`config.mk`:
```
export PLATFORM = sky130hd
export DESIGN_NAME = fer_rx_pcs_decoder
export DESIGN_NICKNAME = d
export VERILOG_FILES = /design/src/design/fer_pkg.sv /design/src/design/fer_rx_pcs_decoder.sv
export SDC_FILE = /design/constraint.sdc
export NUM_CORES = 1
export LEC_CHECK = 0
export BUFFER_PORTS_ARGS = -buffer_cell sky130_fd_sc_hd__buf_2
export CAP_MARGIN = 20
export CELL_PAD_IN_SITES_DETAIL_PLACEMENT = 0
export CELL_PAD_IN_SITES_GLOBAL_PLACEMENT = 1
export CORE_MARGIN = 4
export CORE_UTILIZATION = 35
export DETAILED_ROUTE_END_ITERATION = 10
export PLACE_DENSITY_LB_ADDON = 0.1
export SLEW_MARGIN = 5
export SYNTH_ARGS = -nofsm -noshare
export SYNTH_HDL_FRONTEND = slang
export SYNTH_SLANG_ARGS = --single-unit
```
`constraint.sdc`:
```
create_clock -name clock -period 2.3 [get_ports clock]
set_input_delay 0.575 -clock clock [delete_from_list [all_inputs] [get_ports clock]]
set_output_delay 0.575 -clock clock [all_outputs]
set_load 0.03 [all_outputs]
```
`src/design/fer_pkg.sv`:
```
// Package for the 100 Mbit/s receive coding sublayer: codes, register map, timing.
// Assumes a single 20 MHz clock domain and a 32-bit AXI4-Lite register bus.
package fer_pkg;
    // Code-groups, first received bit in bit 4
    localparam logic [4:0] CODE_J = 5'h18;
    localparam logic [4:0] CODE_K = 5'h11;
    localparam logic [4:0] CODE_T = 5'h0d;
    localparam logic [4:0] CODE_IDLE = 5'h1f;
    localparam logic [4:0] CODE_HALT = 5'h04;
    localparam logic [3:0] NIB_PREAMBLE = 4'h5;
    localparam logic [3:0] NIB_BAD_SSD = 4'he;
    localparam int HUNT_BITS = 10;
    localparam int SD_ONES_RUN = 65;
    localparam int FAULT_ONES = 84;
    localparam int FAULT_DETECT_COUNT = 3;
    // Timing
    localparam int CLOCK_KHZ = 20000;
    localparam int LINK_READY_US = 500;
    localparam int LINK_READY_CYCLES = (LINK_READY_US * CLOCK_KHZ) / 1000;
    // Registers
    localparam logic [31:0] ADDR_CONTROL = 32'h00000000;
    localparam logic [31:0] ADDR_STATUS = 32'h00000004;
    localparam int CTL_FIBER_MODE = 0;
    localparam int CTL_AUTONEG_EN = 1;
    localparam int CTL_SWITCH_MODE = 2;
    localparam int CTL_FAR_END_FAULT_INDICATION_EN = 3;
    localparam int CTL_AUTO_SD_DIS_N = 4;
    localparam logic [4:0] CTL_RESET = 5'h06;
    localparam int STS_LINK100 = 0;
    localparam int STS_LINK = 2;
    localparam int STS_REMOTE_FAULT = 4;
    localparam int STS_RX_ACTIVE = 5;
    localparam int STS_LINK_STATE = 6;
    localparam logic [1:0] RESP_OKAY = 2'h0;
    localparam logic [1:0] RESP_SLVERR = 2'h2;

    typedef enum logic [2:0] {
        RX_IDLE = 3'b000,
        RX_CARRIER = 3'b001,
        RX_PREAMBLE = 3'b010,
        RX_DATA = 3'b011,
        RX_BAD = 3'b100,
        RX_END = 3'b101
    } fer_rx_state_t;

    typedef enum logic [1:0] {
        LNK_DOWN = 2'b00,
        LNK_WAIT = 2'b01,
        LNK_READY = 2'b10,
        LNK_UP = 2'b11
    } fer_link_state_t;

    typedef struct packed {
        logic valid;
        logic error;
        logic strobe;
        logic [3:0] data;
    } fer_mii_rx_t;
endpackage

```
`src/design/fer_rx_pcs_decoder.sv`:
```
// Receive coding sublayer: alignment, 5B/4B decoding, carrier sense, link
// monitor, far-end fault send and detect, with an AXI4-Lite register slave.
// Assumes one descrambled serial bit per clock on rxBit, unaligned.
`timescale 1ns/100ps

module fer_rx_pcs_decoder #(
    parameter int LinkReadyCycles = fer_pkg::LINK_READY_CYCLES
) (
    input wire logic clock,
    input wire logic reset_n,
    input wire logic [31:0] s_axi_awaddr,
    input wire logic s_axi_awvalid,
    output logic s_axi_awready,
    input wire logic [31:0] s_axi_wdata,
    input wire logic [3:0] s_axi_wstrb,
    input wire logic s_axi_wvalid,
    output logic s_axi_wready,
    output logic [1:0] s_axi_bresp,
    output logic s_axi_bvalid,
    input wire logic s_axi_bready,
    input wire logic [31:0] s_axi_araddr,
    input wire logic s_axi_arvalid,
    output logic s_axi_arready,
    output logic [31:0] s_axi_rdata,
    output logic [1:0] s_axi_rresp,
    output logic s_axi_rvalid,
    input wire logic s_axi_rready,
    input wire logic rxBit,
    input wire logic fiberSignalDetect,
    input wire logic fiberSelectStrap,
    input wire logic descramblerLocked,
    input wire logic autoNegLinkEnable,
    input wire logic link10Status,
    input wire logic txActive,
    output fer_pkg::fer_mii_rx_t miiRx,
    output logic carrierSense,
    output logic linkUp,
    output logic linkActivityPin,
    output logic txAllowed,
    output logic faultIdleActive,
    output logic faultIdleBit
);
    import fer_pkg::*;

    function automatic logic [4:0] decode5b(input logic [4:0] code);
        logic [4:0] r;
        r = 5'h00;
        case (code)
            5'h1e: r = 5'h10;
            5'h09: r = 5'h11;
            5'h14: r = 5'h12;
            5'h15: r = 5'h13;
            5'h0a: r = 5'h14;
            5'h0b: r = 5'h15;
            5'h0e: r = 5'h16;
            5'h0f: r = 5'h17;
            5'h12: r = 5'h18;
            5'h13: r = 5'h19;
            5'h16: r = 5'h1a;
            5'h17: r = 5'h1b;
            5'h1a: r = 5'h1c;
            5'h1b: r = 5'h1d;
            5'h1c: r = 5'h1e;
            5'h1d: r = 5'h1f;
            default: r = 5'h00;
        endcase
        return r;
    endfunction

    // Two zeros at least two positions apart anywhere in the window
    function automatic logic twoSplitZeros(input logic [9:0] w);
        logic hit;
        hit = 1'b0;
        for (int i = 0; i < 8; i++) begin
            for (int j = i + 2; j < 10; j++) begin
                if (!w[i] && !w[j]) begin
                    hit = 1'b1;
                end
            end
        end
        return hit;
    endfunction

    // Pin synchronisers
    logic [1:0] rxSync_q, sdSync_q, strapSync_q;
    logic rxS, extSdS, strapS;
    always_ff @(posedge clock or negedge reset_n) begin
        if (!reset_n) begin
            rxSync_q <= 2'h3;
            sdSync_q <= 2'h0;
            strapSync_q <= 2'h0;
        end else begin
            rxSync_q <= {rxSync_q[0], rxBit};
            sdSync_q <= {sdSync_q[0], fiberSignalDetect};
            strapSync_q <= {strapSync_q[0], fiberSelectStrap};
        end
    end
    assign rxS = rxSync_q[1];
    assign extSdS = sdSync_q[1];
    assign strapS = strapSync_q[1];

    // Bit window, newest bit in bit 0
    logic [9:0] win_q;
    always_ff @(posedge clock or negedge reset_n) begin
        if (!reset_n) begin
            win_q <= 10'h3ff;
        end else begin
            win_q <= {win_q[8:0], rxS};
        end
    end

    logic [4:0] ctrl_q;
    logic fiberMode, autoNegOn, switchMode, fefiEn, autoSdDisN;
    assign fiberMode = ctrl_q[CTL_FIBER_MODE];
    assign autoNegOn = ctrl_q[CTL_AUTONEG_EN];
    assign switchMode = ctrl_q[CTL_SWITCH_MODE];
    assign fefiEn = ctrl_q[CTL_FAR_END_FAULT_INDICATION_EN];
    assign autoSdDisN = ctrl_q[CTL_AUTO_SD_DIS_N];

    wire jkHit = (win_q == {CODE_J, CODE_K});
    wire idlePair = (win_q == {CODE_IDLE, CODE_IDLE});
    wire carrierHit = twoSplitZeros(win_q);
    wire noEnergy = (win_q == 10'h000);

    // Internal signal detect from a run of ones, held until the line goes dead
    logic [6:0] onesRun_q;
    logic intSd_q;
    always_ff @(posedge clock or negedge reset_n) begin
        if (!reset_n) begin
            onesRun_q <= 7'h00;
            intSd_q <= 1'b0;
        end else begin
            onesRun_q <= !rxS ? 7'h00 : (onesRun_q == 7'h7f ? onesRun_q : onesRun_q + 7'h01);
            if (onesRun_q >= 7'(SD_ONES_RUN)) begin
                intSd_q <= 1'b1;
            end else if (noEnergy) begin
                intSd_q <= 1'b0;
            end
        end
    end
    wire useIntSd = fiberMode && !autoSdDisN;
    wire signalDetect = useIntSd ? intSd_q : extSdS;

    // Far-end fault pattern detector: zero after exactly 84 ones counts one pattern
    logic [1:0] faultPat_q;
    wire farEndFault = (faultPat_q == 2'(FAULT_DETECT_COUNT));
    always_ff @(posedge clock or negedge reset_n) begin
        if (!reset_n) begin
            faultPat_q <= 2'h0;
        end else if (!rxS) begin
            if (onesRun_q == 7'(FAULT_ONES)) begin
                faultPat_q <= farEndFault ? faultPat_q : faultPat_q + 2'h1;
            end else begin
                faultPat_q <= 2'h0;
            end
        end
    end

    // Link monitor
    fer_link_state_t link_q, link_d;
    logic [15:0] linkCnt_q;
    wire linkTimeout = (linkCnt_q >= 16'(LinkReadyCycles - 1));
    always_comb begin
        link_d = link_q;
        case (link_q)
            LNK_DOWN: link_d = signalDetect ? LNK_WAIT : LNK_DOWN;
            LNK_WAIT: link_d = linkTimeout ? LNK_READY : LNK_WAIT;
            LNK_READY: link_d = (!autoNegOn || autoNegLinkEnable) ? LNK_UP : LNK_READY;
            LNK_UP: link_d = LNK_UP;
            default: link_d = LNK_DOWN;
        endcase
        if (!signalDetect) begin
            link_d = LNK_DOWN;
        end
    end
    always_ff @(posedge clock or negedge reset_n) begin
        if (!reset_n) begin
            link_q <= LNK_DOWN;
            linkCnt_q <= 16'h0000;
        end else begin
            link_q <= link_d;
            linkCnt_q <= (link_q == LNK_WAIT && link_d == LNK_WAIT) ? linkCnt_q + 16'h0001 : 16'h0000;
        end
    end
    assign linkUp = (link_q == LNK_UP);
    // Transmit and receive both stop on link loss or a reported far-end fault
    assign txAllowed = linkUp && !farEndFault && !faultIdleActive;
    wire rxEnable = linkUp && signalDetect && descramblerLocked && !farEndFault;
    wire linkStatus = linkUp || link10Status;

    // Fault idle transmit
    logic goodLink_q, faultTx_q;
    logic [6:0] faultCnt_q;
    always_ff @(posedge clock or negedge reset_n) begin
        if (!reset_n) begin
            goodLink_q <= 1'b0;
            faultTx_q <= 1'b0;
            faultCnt_q <= 7'h00;
        end else begin
            goodLink_q <= linkUp ? 1'b1 : (faultTx_q ? 1'b0 : goodLink_q);
            if (linkUp) begin
                faultTx_q <= 1'b0;
            end else if (fefiEn && fiberMode && goodLink_q && !signalDetect) begin
                faultTx_q <= 1'b1;
            end
            faultCnt_q <= (!faultTx_q || faultCnt_q == 7'(FAULT_ONES)) ? 7'h00 : faultCnt_q + 7'h01;
        end
    end
    assign faultIdleActive = faultTx_q;
    assign faultIdleBit = !(faultTx_q && faultCnt_q == 7'(FAULT_ONES));

    // Receive sequencing
    fer_rx_state_t rx_q, rx_d;
    logic [2:0] bitCnt_q;
    logic [3:0] hunt_q;
    fer_mii_rx_t mii_q, mii_d;
    wire symTick = (bitCnt_q == 3'h4);
    wire [4:0] sym = win_q[4:0];
    wire [4:0] dec = decode5b(sym);
    always_comb begin
        rx_d = rx_q;
        mii_d = mii_q;
        mii_d.strobe = 1'b0;
        case (rx_q)
            RX_IDLE: begin
                mii_d = '0;
                if (rxEnable && carrierHit) begin
                    rx_d = RX_CARRIER;
                end
            end
            RX_CARRIER: begin
                if (jkHit) begin
                    rx_d = RX_PREAMBLE;
                    mii_d.valid = 1'b1;
                    mii_d.strobe = 1'b1;
                    mii_d.data = NIB_PREAMBLE;
                end else if (hunt_q == 4'(HUNT_BITS)) begin
                    rx_d = RX_BAD;
                end
            end
            RX_PREAMBLE: begin
                rx_d = RX_DATA;
                mii_d.strobe = 1'b1;
                mii_d.data = NIB_PREAMBLE;
            end
            RX_DATA: begin
                if (symTick) begin
                    if (sym == CODE_T) begin
                        rx_d = RX_END;
                        mii_d = '0;
                    end else begin
                        // Idle, halt and violation codes are strobed as a nibble with data 0 and error set
                        mii_d.strobe = 1'b1;
                        mii_d.data = dec[3:0];
                        mii_d.error = !dec[4];
                    end
                end
            end
            RX_BAD: begin
                mii_d.error = 1'b1;
                mii_d.data = NIB_BAD_SSD;
                mii_d.strobe = symTick;
                if (idlePair) begin
                    rx_d = RX_IDLE;
                    mii_d = '0;
                end
            end
            RX_END: begin
                if (idlePair) begin
                    rx_d = RX_IDLE;
                end
            end
            default: rx_d = RX_IDLE;
        endcase
        if (!rxEnable && rx_q != RX_IDLE) begin
            rx_d = RX_IDLE;
            mii_d = '0;
        end
    end
    always_ff @(posedge clock or negedge reset_n) begin
        if (!reset_n) begin
            rx_q <= RX_IDLE;
            mii_q <= '0;
            bitCnt_q <= 3'h0;
            hunt_q <= 4'h0;
        end else begin
            rx_q <= rx_d;
            mii_q <= mii_d;
            bitCnt_q <= (jkHit && rx_q == RX_CARRIER) || symTick ? 3'h0 : bitCnt_q + 3'h1;
            hunt_q <= (rx_q == RX_CARRIER) ? hunt_q + 4'h1 : 4'h0;
        end
    end
    assign miiRx = mii_q;
    // Receive states cover the whole valid span, so carrier encloses it
    assign carrierSense = (rx_q != RX_IDLE) || (switchMode && txActive && txAllowed);

    logic linkPin_q;
    always_ff @(posedge clock or negedge reset_n) begin
        if (!reset_n) begin
            linkPin_q <= 1'b0;
        end else begin
            linkPin_q <= linkStatus;
        end
    end
    assign linkActivityPin = linkPin_q;

    // Register slave: both write channels taken together, one answer outstanding
    logic bvalid_q, rvalid_q, faultSticky_q, strapDone_q;
    logic [1:0] bresp_q, rresp_q;
    logic [31:0] rdata_q;
    wire wrFire = s_axi_awvalid && s_axi_wvalid && !bvalid_q;
    wire rdFire = s_axi_arvalid && !rvalid_q;
    wire wrCtrl = wrFire && (s_axi_awaddr == ADDR_CONTROL);
    wire wrOk = (s_axi_awaddr == ADDR_CONTROL) || (s_axi_awaddr == ADDR_STATUS);
    wire rdStatus = rdFire && (s_axi_araddr == ADDR_STATUS);
    wire rdOk = (s_axi_araddr == ADDR_CONTROL) || (s_axi_araddr == ADDR_STATUS);
    wire [31:0] statusWord = {24'h0, link_q, rx_q != RX_IDLE, faultSticky_q, 1'b0,
        linkStatus, 1'b0, linkUp};
    wire [31:0] readWord = (s_axi_araddr == ADDR_CONTROL) ? {27'h0, ctrl_q} :
        (s_axi_araddr == ADDR_STATUS) ? statusWord : 32'h0;
    assign s_axi_awready = wrFire;
    assign s_axi_wready = wrFire;
    assign s_axi_arready = rdFire;
    assign s_axi_bvalid = bvalid_q;
    assign s_axi_bresp = bresp_q;
    assign s_axi_rvalid = rvalid_q;
    assign s_axi_rresp = rresp_q;
    assign s_axi_rdata = rdata_q;

    always_ff @(posedge clock or negedge reset_n) begin
        if (!reset_n) begin
            bvalid_q <= 1'b0;
            bresp_q <= RESP_OKAY;
            rvalid_q <= 1'b0;
            rresp_q <= RESP_OKAY;
            rdata_q <= 32'h0;
        end else begin
            if (wrFire) begin
                bvalid_q <= 1'b1;
                bresp_q <= wrOk ? RESP_OKAY : RESP_SLVERR;
            end else if (s_axi_bready) begin
                bvalid_q <= 1'b0;
            end
            if (rdFire) begin
                rvalid_q <= 1'b1;
                rresp_q <= rdOk ? RESP_OKAY : RESP_SLVERR;
                rdata_q <= readWord;
            end else if (s_axi_rready) begin
                rvalid_q <= 1'b0;
            end
        end
    end

    // Strap is caught once, after it has passed the synchroniser
    logic [1:0] strapWait_q;
    always_ff @(posedge clock or negedge reset_n) begin
        if (!reset_n) begin
            ctrl_q <= CTL_RESET;
            strapWait_q <= 2'h0;
            strapDone_q <= 1'b0;
            faultSticky_q <= 1'b0;
        end else begin
            strapWait_q <= (strapWait_q == 2'h3) ? strapWait_q : strapWait_q + 2'h1;
            if (wrCtrl && s_axi_wstrb[0]) begin
                ctrl_q <= s_axi_wdata[4:0];
            end else if (!strapDone_q && strapWait_q == 2'h3) begin
                ctrl_q[CTL_FAR_END_FAULT_INDICATION_EN] <= strapS;
                ctrl_q[CTL_FIBER_MODE] <= strapS;
            end
            strapDone_q <= strapDone_q || (strapWait_q == 2'h3);
            // A new detection in the read cycle wins over the clear
            if (farEndFault) begin
                faultSticky_q <= 1'b1;
            end else if (rdStatus) begin
                faultSticky_q <= 1'b0;
            end
        end
    end
endmodule

```
Word-level counts from Yosys, hierarchy flattened
Memories as Yosys holds them, arrays and structs flattened.
Index checks and enable logic that the tools add are counted.
{ "word_totals": {"out_inout_bits": 54, "romBits": 160, "n_memories": 1, "register_bits": 118, "inputBits": 114, "wordCells": 267} }
{ "memory_table": {"columns": ["memory", "words", "word_bits", "read_ports", "rd_ports_with_merged_regs", "wr", "line", "rtl"], "rows": [
  ["(name not given)", 32, 5, 1, 0, 0, "fer_rx_pcs_decoder.sv:48", "case (code)"]
]} }
{ "classes": {"bitwise": 1, "n_lt_le_gt_ge": 2, "n_reduce_logical": 110, "n_mux": 86, "n_addsub": 7, "eq_ne": 30} }
{ "ops": {"columns": ["operator", "count"], "rows": [
  ["$eq A32 B3 Y1 const B", 2],
  ["$logic_not A32 Y1", 2],
  ["$logic_and A1 B1 Y1", 59],
  ["$mux W1", 55],
  ["$mux W7", 6],
  ["$pmux W5 S5", 1],
  ["$mux W3", 8],
  ["$eq A7 B7 Y1 const B", 3],
  ["$logic_not A1 Y1", 21],
  ["$eq A10 B10 Y1 const B", 2],
  ["$add A16 B1 Y16 const B", 1],
  ["$ge A16 B14 Y1 const B", 1],
  ["$mux W16", 1],
  ["$mux W8", 2],
  ["$ne A3 B3 Y1 const B", 5],
  ["$pmux W3 S5", 1],
  ["$add A7 B1 Y7 const B", 2],
  ["$reduce_bool A2 Y1", 7],
  ["$mux W2", 6],
  ["$logic_not A10 Y1", 1],
  ["$reduce_and A5 Y1", 2],
  ["$eq A3 B3 Y1 const B", 3],
  ["$eq A2 B2 Y1 const B", 4],
  ["$logic_or A1 B1 Y1", 8],
  ["other kinds (28)", 33]
]} }

Longest topological paths before layout
{ "logic_depth": {"word_depth": 42, "ltp_mapped": 8, "mapped_depth_nobuf": 7} }

Least setup slack after synthesis
Ideal clock, no wire load.
{ "synth_timing": {"path_type": "register to output", "startpoint": "register faultPat_q[0]", "endpoint": "output carrierSense", "arrival_ps": 1789, "path_stages_with_launch": 5, "path_slack_ps": -64, "path_buffers": 0, "required_time_ps": 1725, "path_cell_list": "dfrtp_1 ha_1 nor3_1 nand3_1 nand2_1"} }
{ "synth_between": {"elab_chain_len": 6} }
{ "synth_rtl": {"columns": ["element", "line", "rtl"], "rows": [
  ["from (decl)", "fer_rx_pcs_decoder.sv:145", "logic [1:0] faultPat_q;"],
  ["from (signal assigned)", "fer_rx_pcs_decoder.sv:152", "faultPat_q <= farEndFault ? faultPat_q : faultPat_q + 2'h1;"],
  ["$eq A2 B2 Y1", "fer_rx_pcs_decoder.sv:146", "wire farEndFault = (faultPat_q == 2'(FAULT_DETECT_COUNT));"],
  ["named net farEndFault", "fer_rx_pcs_decoder.sv:146", null],
  ["$logic_not A1 Y1", "fer_rx_pcs_decoder.sv:187", "assign txAllowed = linkUp && !farEndFault && !faultIdleActive;"],
  ["$logic_and A1 B1 Y1 (2 in a row)", "fer_rx_pcs_decoder.sv:187", null],
  ["named net txAllowed", "fer_rx_pcs_decoder.sv:39", "output logic txAllowed,"],
  ["$logic_and A1 B1 Y1", "fer_rx_pcs_decoder.sv:295", "assign carrierSense = (rx_q != RX_IDLE) || (switchMode && txActive && txAllowed);"],
  ["$logic_or A1 B1 Y1", "fer_rx_pcs_decoder.sv:295", null],
  ["to (decl)", "fer_rx_pcs_decoder.sv:36", "output logic carrierSense,"]
]} }
The timed path passes the listed nets, and every way through them passes these cells.

Worst setup path in the final report
{ "layout_timing": {"startpoint": "register win_q[3]", "endpoint": "register mii_q (netlist bit miiRx[2])"} }
{ "layout_between": {"elab_chain_len": 5, "word_cells_on_any_way": 11, "cone_classes": "eq/ne (4); mux (5); reduce/logical (1); memory (1)"} }
{ "layout_rtl": {"columns": ["element", "line", "rtl"], "rows": [
  ["from (decl)", "fer_rx_pcs_decoder.sv:103", "logic [9:0] win_q;"],
  ["from (signal assigned)", "fer_rx_pcs_decoder.sv:108", "win_q <= {win_q[8:0], rxS};"],
  ["$mem_v2 Z32 W5 / $eq A5 B4 Y1 (equally long branches)", null, null],
  ["$mux W6", "fer_rx_pcs_decoder.sv:248", "if (sym == CODE_T) begin"],
  ["$mux W7", "fer_rx_pcs_decoder.sv:247", "if (symTick) begin"],
  ["$pmux W5 S5", "fer_rx_pcs_decoder.sv:224", "case (rx_q)"],
  ["$mux W7", "fer_rx_pcs_decoder.sv:275", "if (!rxEnable && rx_q != RX_IDLE) begin"],
  ["to (signal assigned)", "fer_rx_pcs_decoder.sv:288", "mii_q <= mii_d;"],
  ["to (decl)", "fer_rx_pcs_decoder.sv:216", "fer_mii_rx_t mii_q, mii_d;"]
]} }
Several ways; a longest one is shown, not always the timed one. The select of a mux whose other input is x is not followed.
A chain may end at the register's enable or synchronous reset.

==> results.tsv <==
metric	value	unit
outcome	finished clean	
die_width	122.9	um
slew_violations	0	
initial_utilization	0.3614	
clk_pin_slew_worst_paths	0.06	ns
async_flop_share	1.000	
power_density	653.3	nW/um^2
netlist.area_leader.share	0.4228	
required	2.51	ns
grt_pass1_wl	17.38	mm
avgSynthCellArea	10.21	um^2
hpwl	8.161	mm
grt.busiest_layer	met2	
post_drt_via_cell_ratio	4.802	
cts_hold_buf	0	
routedWlPerCell	14.03	um
critPathLaunch	win_q[3]$_DFF_PN1_	
synth_common_cells	dfrtp_1 (78), nor2_1 (49), nand2_1 (31), buf_4 (28), inv_1 (27)	
clk_path_buf_depth	2	
synth.area.mux_share	0.03388	
p_comb_frac	0.133	
ant_nets	0	
area_growth	21.63	%
yosys_warnings	0	
met3_usage	0.04194	
n_fill_cell	1241	
fp.coreArea	12770	um^2
gp_congestion	0.7726	
crit_fanout	14	
grt_use_total	0.1470	
min_period	2.170	ns
synth_largest_area_cell	dfrtp_1	
synth_area	4617	um^2
setup_viol	0	
grt_use_met1	0.1879	
synth_compound_area_frac	0.1049	
htreeDepth	3	
hold_violations	0	
cts_sinks	92	
synth.most_common_cell	dfrtp_1	
leakagePower	2.679	nW
hold_class	input pin to asynchronous set/reset pin	
multiInputGateArea	2044	um^2
p_sw	0.9776	mW
yosys.area_share.simple	0.1889	
start_kind	register	
ys.flop_type	dfrtp_1	
pin_count	168	
fin_skew	0.004756	ns
rsz0062_at_grt	false	
rr_worst_depth	5	
port_buffers	111	
setup_tns	0	ns
grt.overflow.total	0	
rrSetupSlack	0.13	ns
r2r-end	miiRx[2]$_DFFE_PN0P_	
dr.pass1.iters	4	
vias	3616	
p_seq_frac	0.492	
antenna_cells	0	
cts_tree	done	
crit-reg2reg-launch	win_q[3]$_DFF_PN1_	
peakVddDrop	0.3653	mV
cts_root_buffer	clkbuf_16	
synth_xor_area_frac	0.04743	
drtIter0Drc	119	
fin_crit_sh	0.9434	
drc	0	
yosysUniqueCellTypes	58	
grt.met2_usage	0.2450	
synthesis.instances	452	
grt_max_degree	36	
critical_path_arrival	2.38	ns
worstSetupEndpointType	register	
synth.area.top_cells	dfrtp_1 (42%), dfstp_2 (8.0%), buf_4 (4.6%)	
p_clk_frac	0.375	
drive_above_1_share	0.2978	
routed_wl	10.57	mm
grt_antenna_before_repair	0	
synth_top_family_by_area	simple AND/OR/NAND/NOR gates	
rows	41	
worst-setup-path-type	register to register	
seq_area_frac_synth	0.5024	
synth_edf_count	0	
regArea	2320	um^2
die_area	15090	um^2
whs	0.2011	ns
final_util	0.4396	
drv_cap	0	
synth_fa_ha_area_frac	0.04282	
post-cts-setup-buffers	0	
power.internal	2.691	mW
clock_latency	0.34	ns
ys_seq_elements	92	
slew_headroom	0.6465	
max_freq	0.4609	GHz
grt_pass1_vias	3614	
die_h	122.9	um
worstMarginPinSlew	0.5284	ns
final_nets	705	
numCtsBuffers	9	
p_sw_frac	0.2665	
## per-stage QoR
stage / cell area, um^2 / power, mW / std cells / setup slack [ns]
CTS: 5613 / 3.745 / 753 / 0.07390
global route: 5615 / 3.896 / 753 / 0.02180
global placement: 5329 / 2.318 / 737 / 0.1878
floorplan: 4723 / 2.154 / 479 / 0.1766
detailed placement: 5329 / 2.334 / 737 / 0.1718
finish: 5615 / 3.668 / 753 / 0.1301
## power by group through the flow
stage | registers (mW) | logic, mW | clock network, mW
CTS | 1.81 | 0.499 | 1.44
floorplan | 1.84 | 0.310 | 0
global placement | 1.84 | 0.482 | 0
global route | 1.83 | 0.560 | 1.51
detailed placement | 1.84 | 0.496 | 0
finish | 1.81 | 0.486 | 1.38
## repair_timing
action | 4_1_cts | 5_1_grt
endpoints found under the setup margin | 1 | 1
resized for setup | 1 | 1
cloned | 0 | 0
## how the worst max path moves through the flow
stage	endpoint	slack, ns	cells past startpoint
2_1_floorplan	rx_q[2]$_DFFE_PN0P_	0.18	6
3_3_place_gp	ctrl_q[0]$_DFFE_PN0P_	0.19	6
3_5_place_dp	faultSticky_q$_DFFE_PN0P_	0.17	6
4_1_cts	carrierSense	0.07	5
5_1_grt	carrierSense	0.02	5
6_report	miiRx[2]$_DFFE_PN0P_	0.13	5
## cell usage in the layout, fill, tap and decap left out, types with 13 or more instances in the layout
master,netlist,layout
buf_2,0,110
dfrtp_1,78,78
nor2_1,49,48
nand2_1,31,31
conb_1,1,28
inv_1,27,27
o21ai_0,19,19
nand3_1,18,18
xnor2_1,15,15
nor4_1,15,15
a21oi_1,14,14
ha_1,15,14
dfstp_2,14,14
nand4_1,13,13
mux2_2,13,13
## per-layer routing
metal	routed length [um]	up-vias
met5	0	-
met1	4735	1722
met2	5078	96
li1	-	1791
met3	666	7
met4	85	0
## logic make-up (layout without fill, tap and decap cells)
logic type,count (synthesis),in the layout
AOI/OAI and AO/OA,71,71
xor gates and xnor gates,25,25
adders and majority gates,16,16
buffers and inverters,63,165
DFF,92,92
muxes,14,14
other,1,28
and+or+nand+nor,170,170
## area by class of cell
class,count,share of cell area
clock inverter,3,0.003788
inverter,27,0.01805
timing repair buffer,122,0.1163
clock buffer,13,0.04635
sequential,92,0.4131
multi-input combinational,324,0.3641
tap,172,0.03832
## flip-flops by register name (all words and copies together) (netlist names), 4 cells and up
name / flops
s_axi_rdata: 8
miiRx: 7
ctrl_q: 5
faultCnt_q: 7
linkCnt_q: 16
win_q: 10
hunt_q: 4
onesRun_q: 7
## worst max-delay path: stages (launching register included)
cell      delay (ns)
dfstp_2         0.67
nand4_1         0.16
o41ai_1         0.51
nor2_1          0.26
a311oi_1        0.36
nor3_1          0.09
No activity file was read; power rests on OpenSTA's default activity.
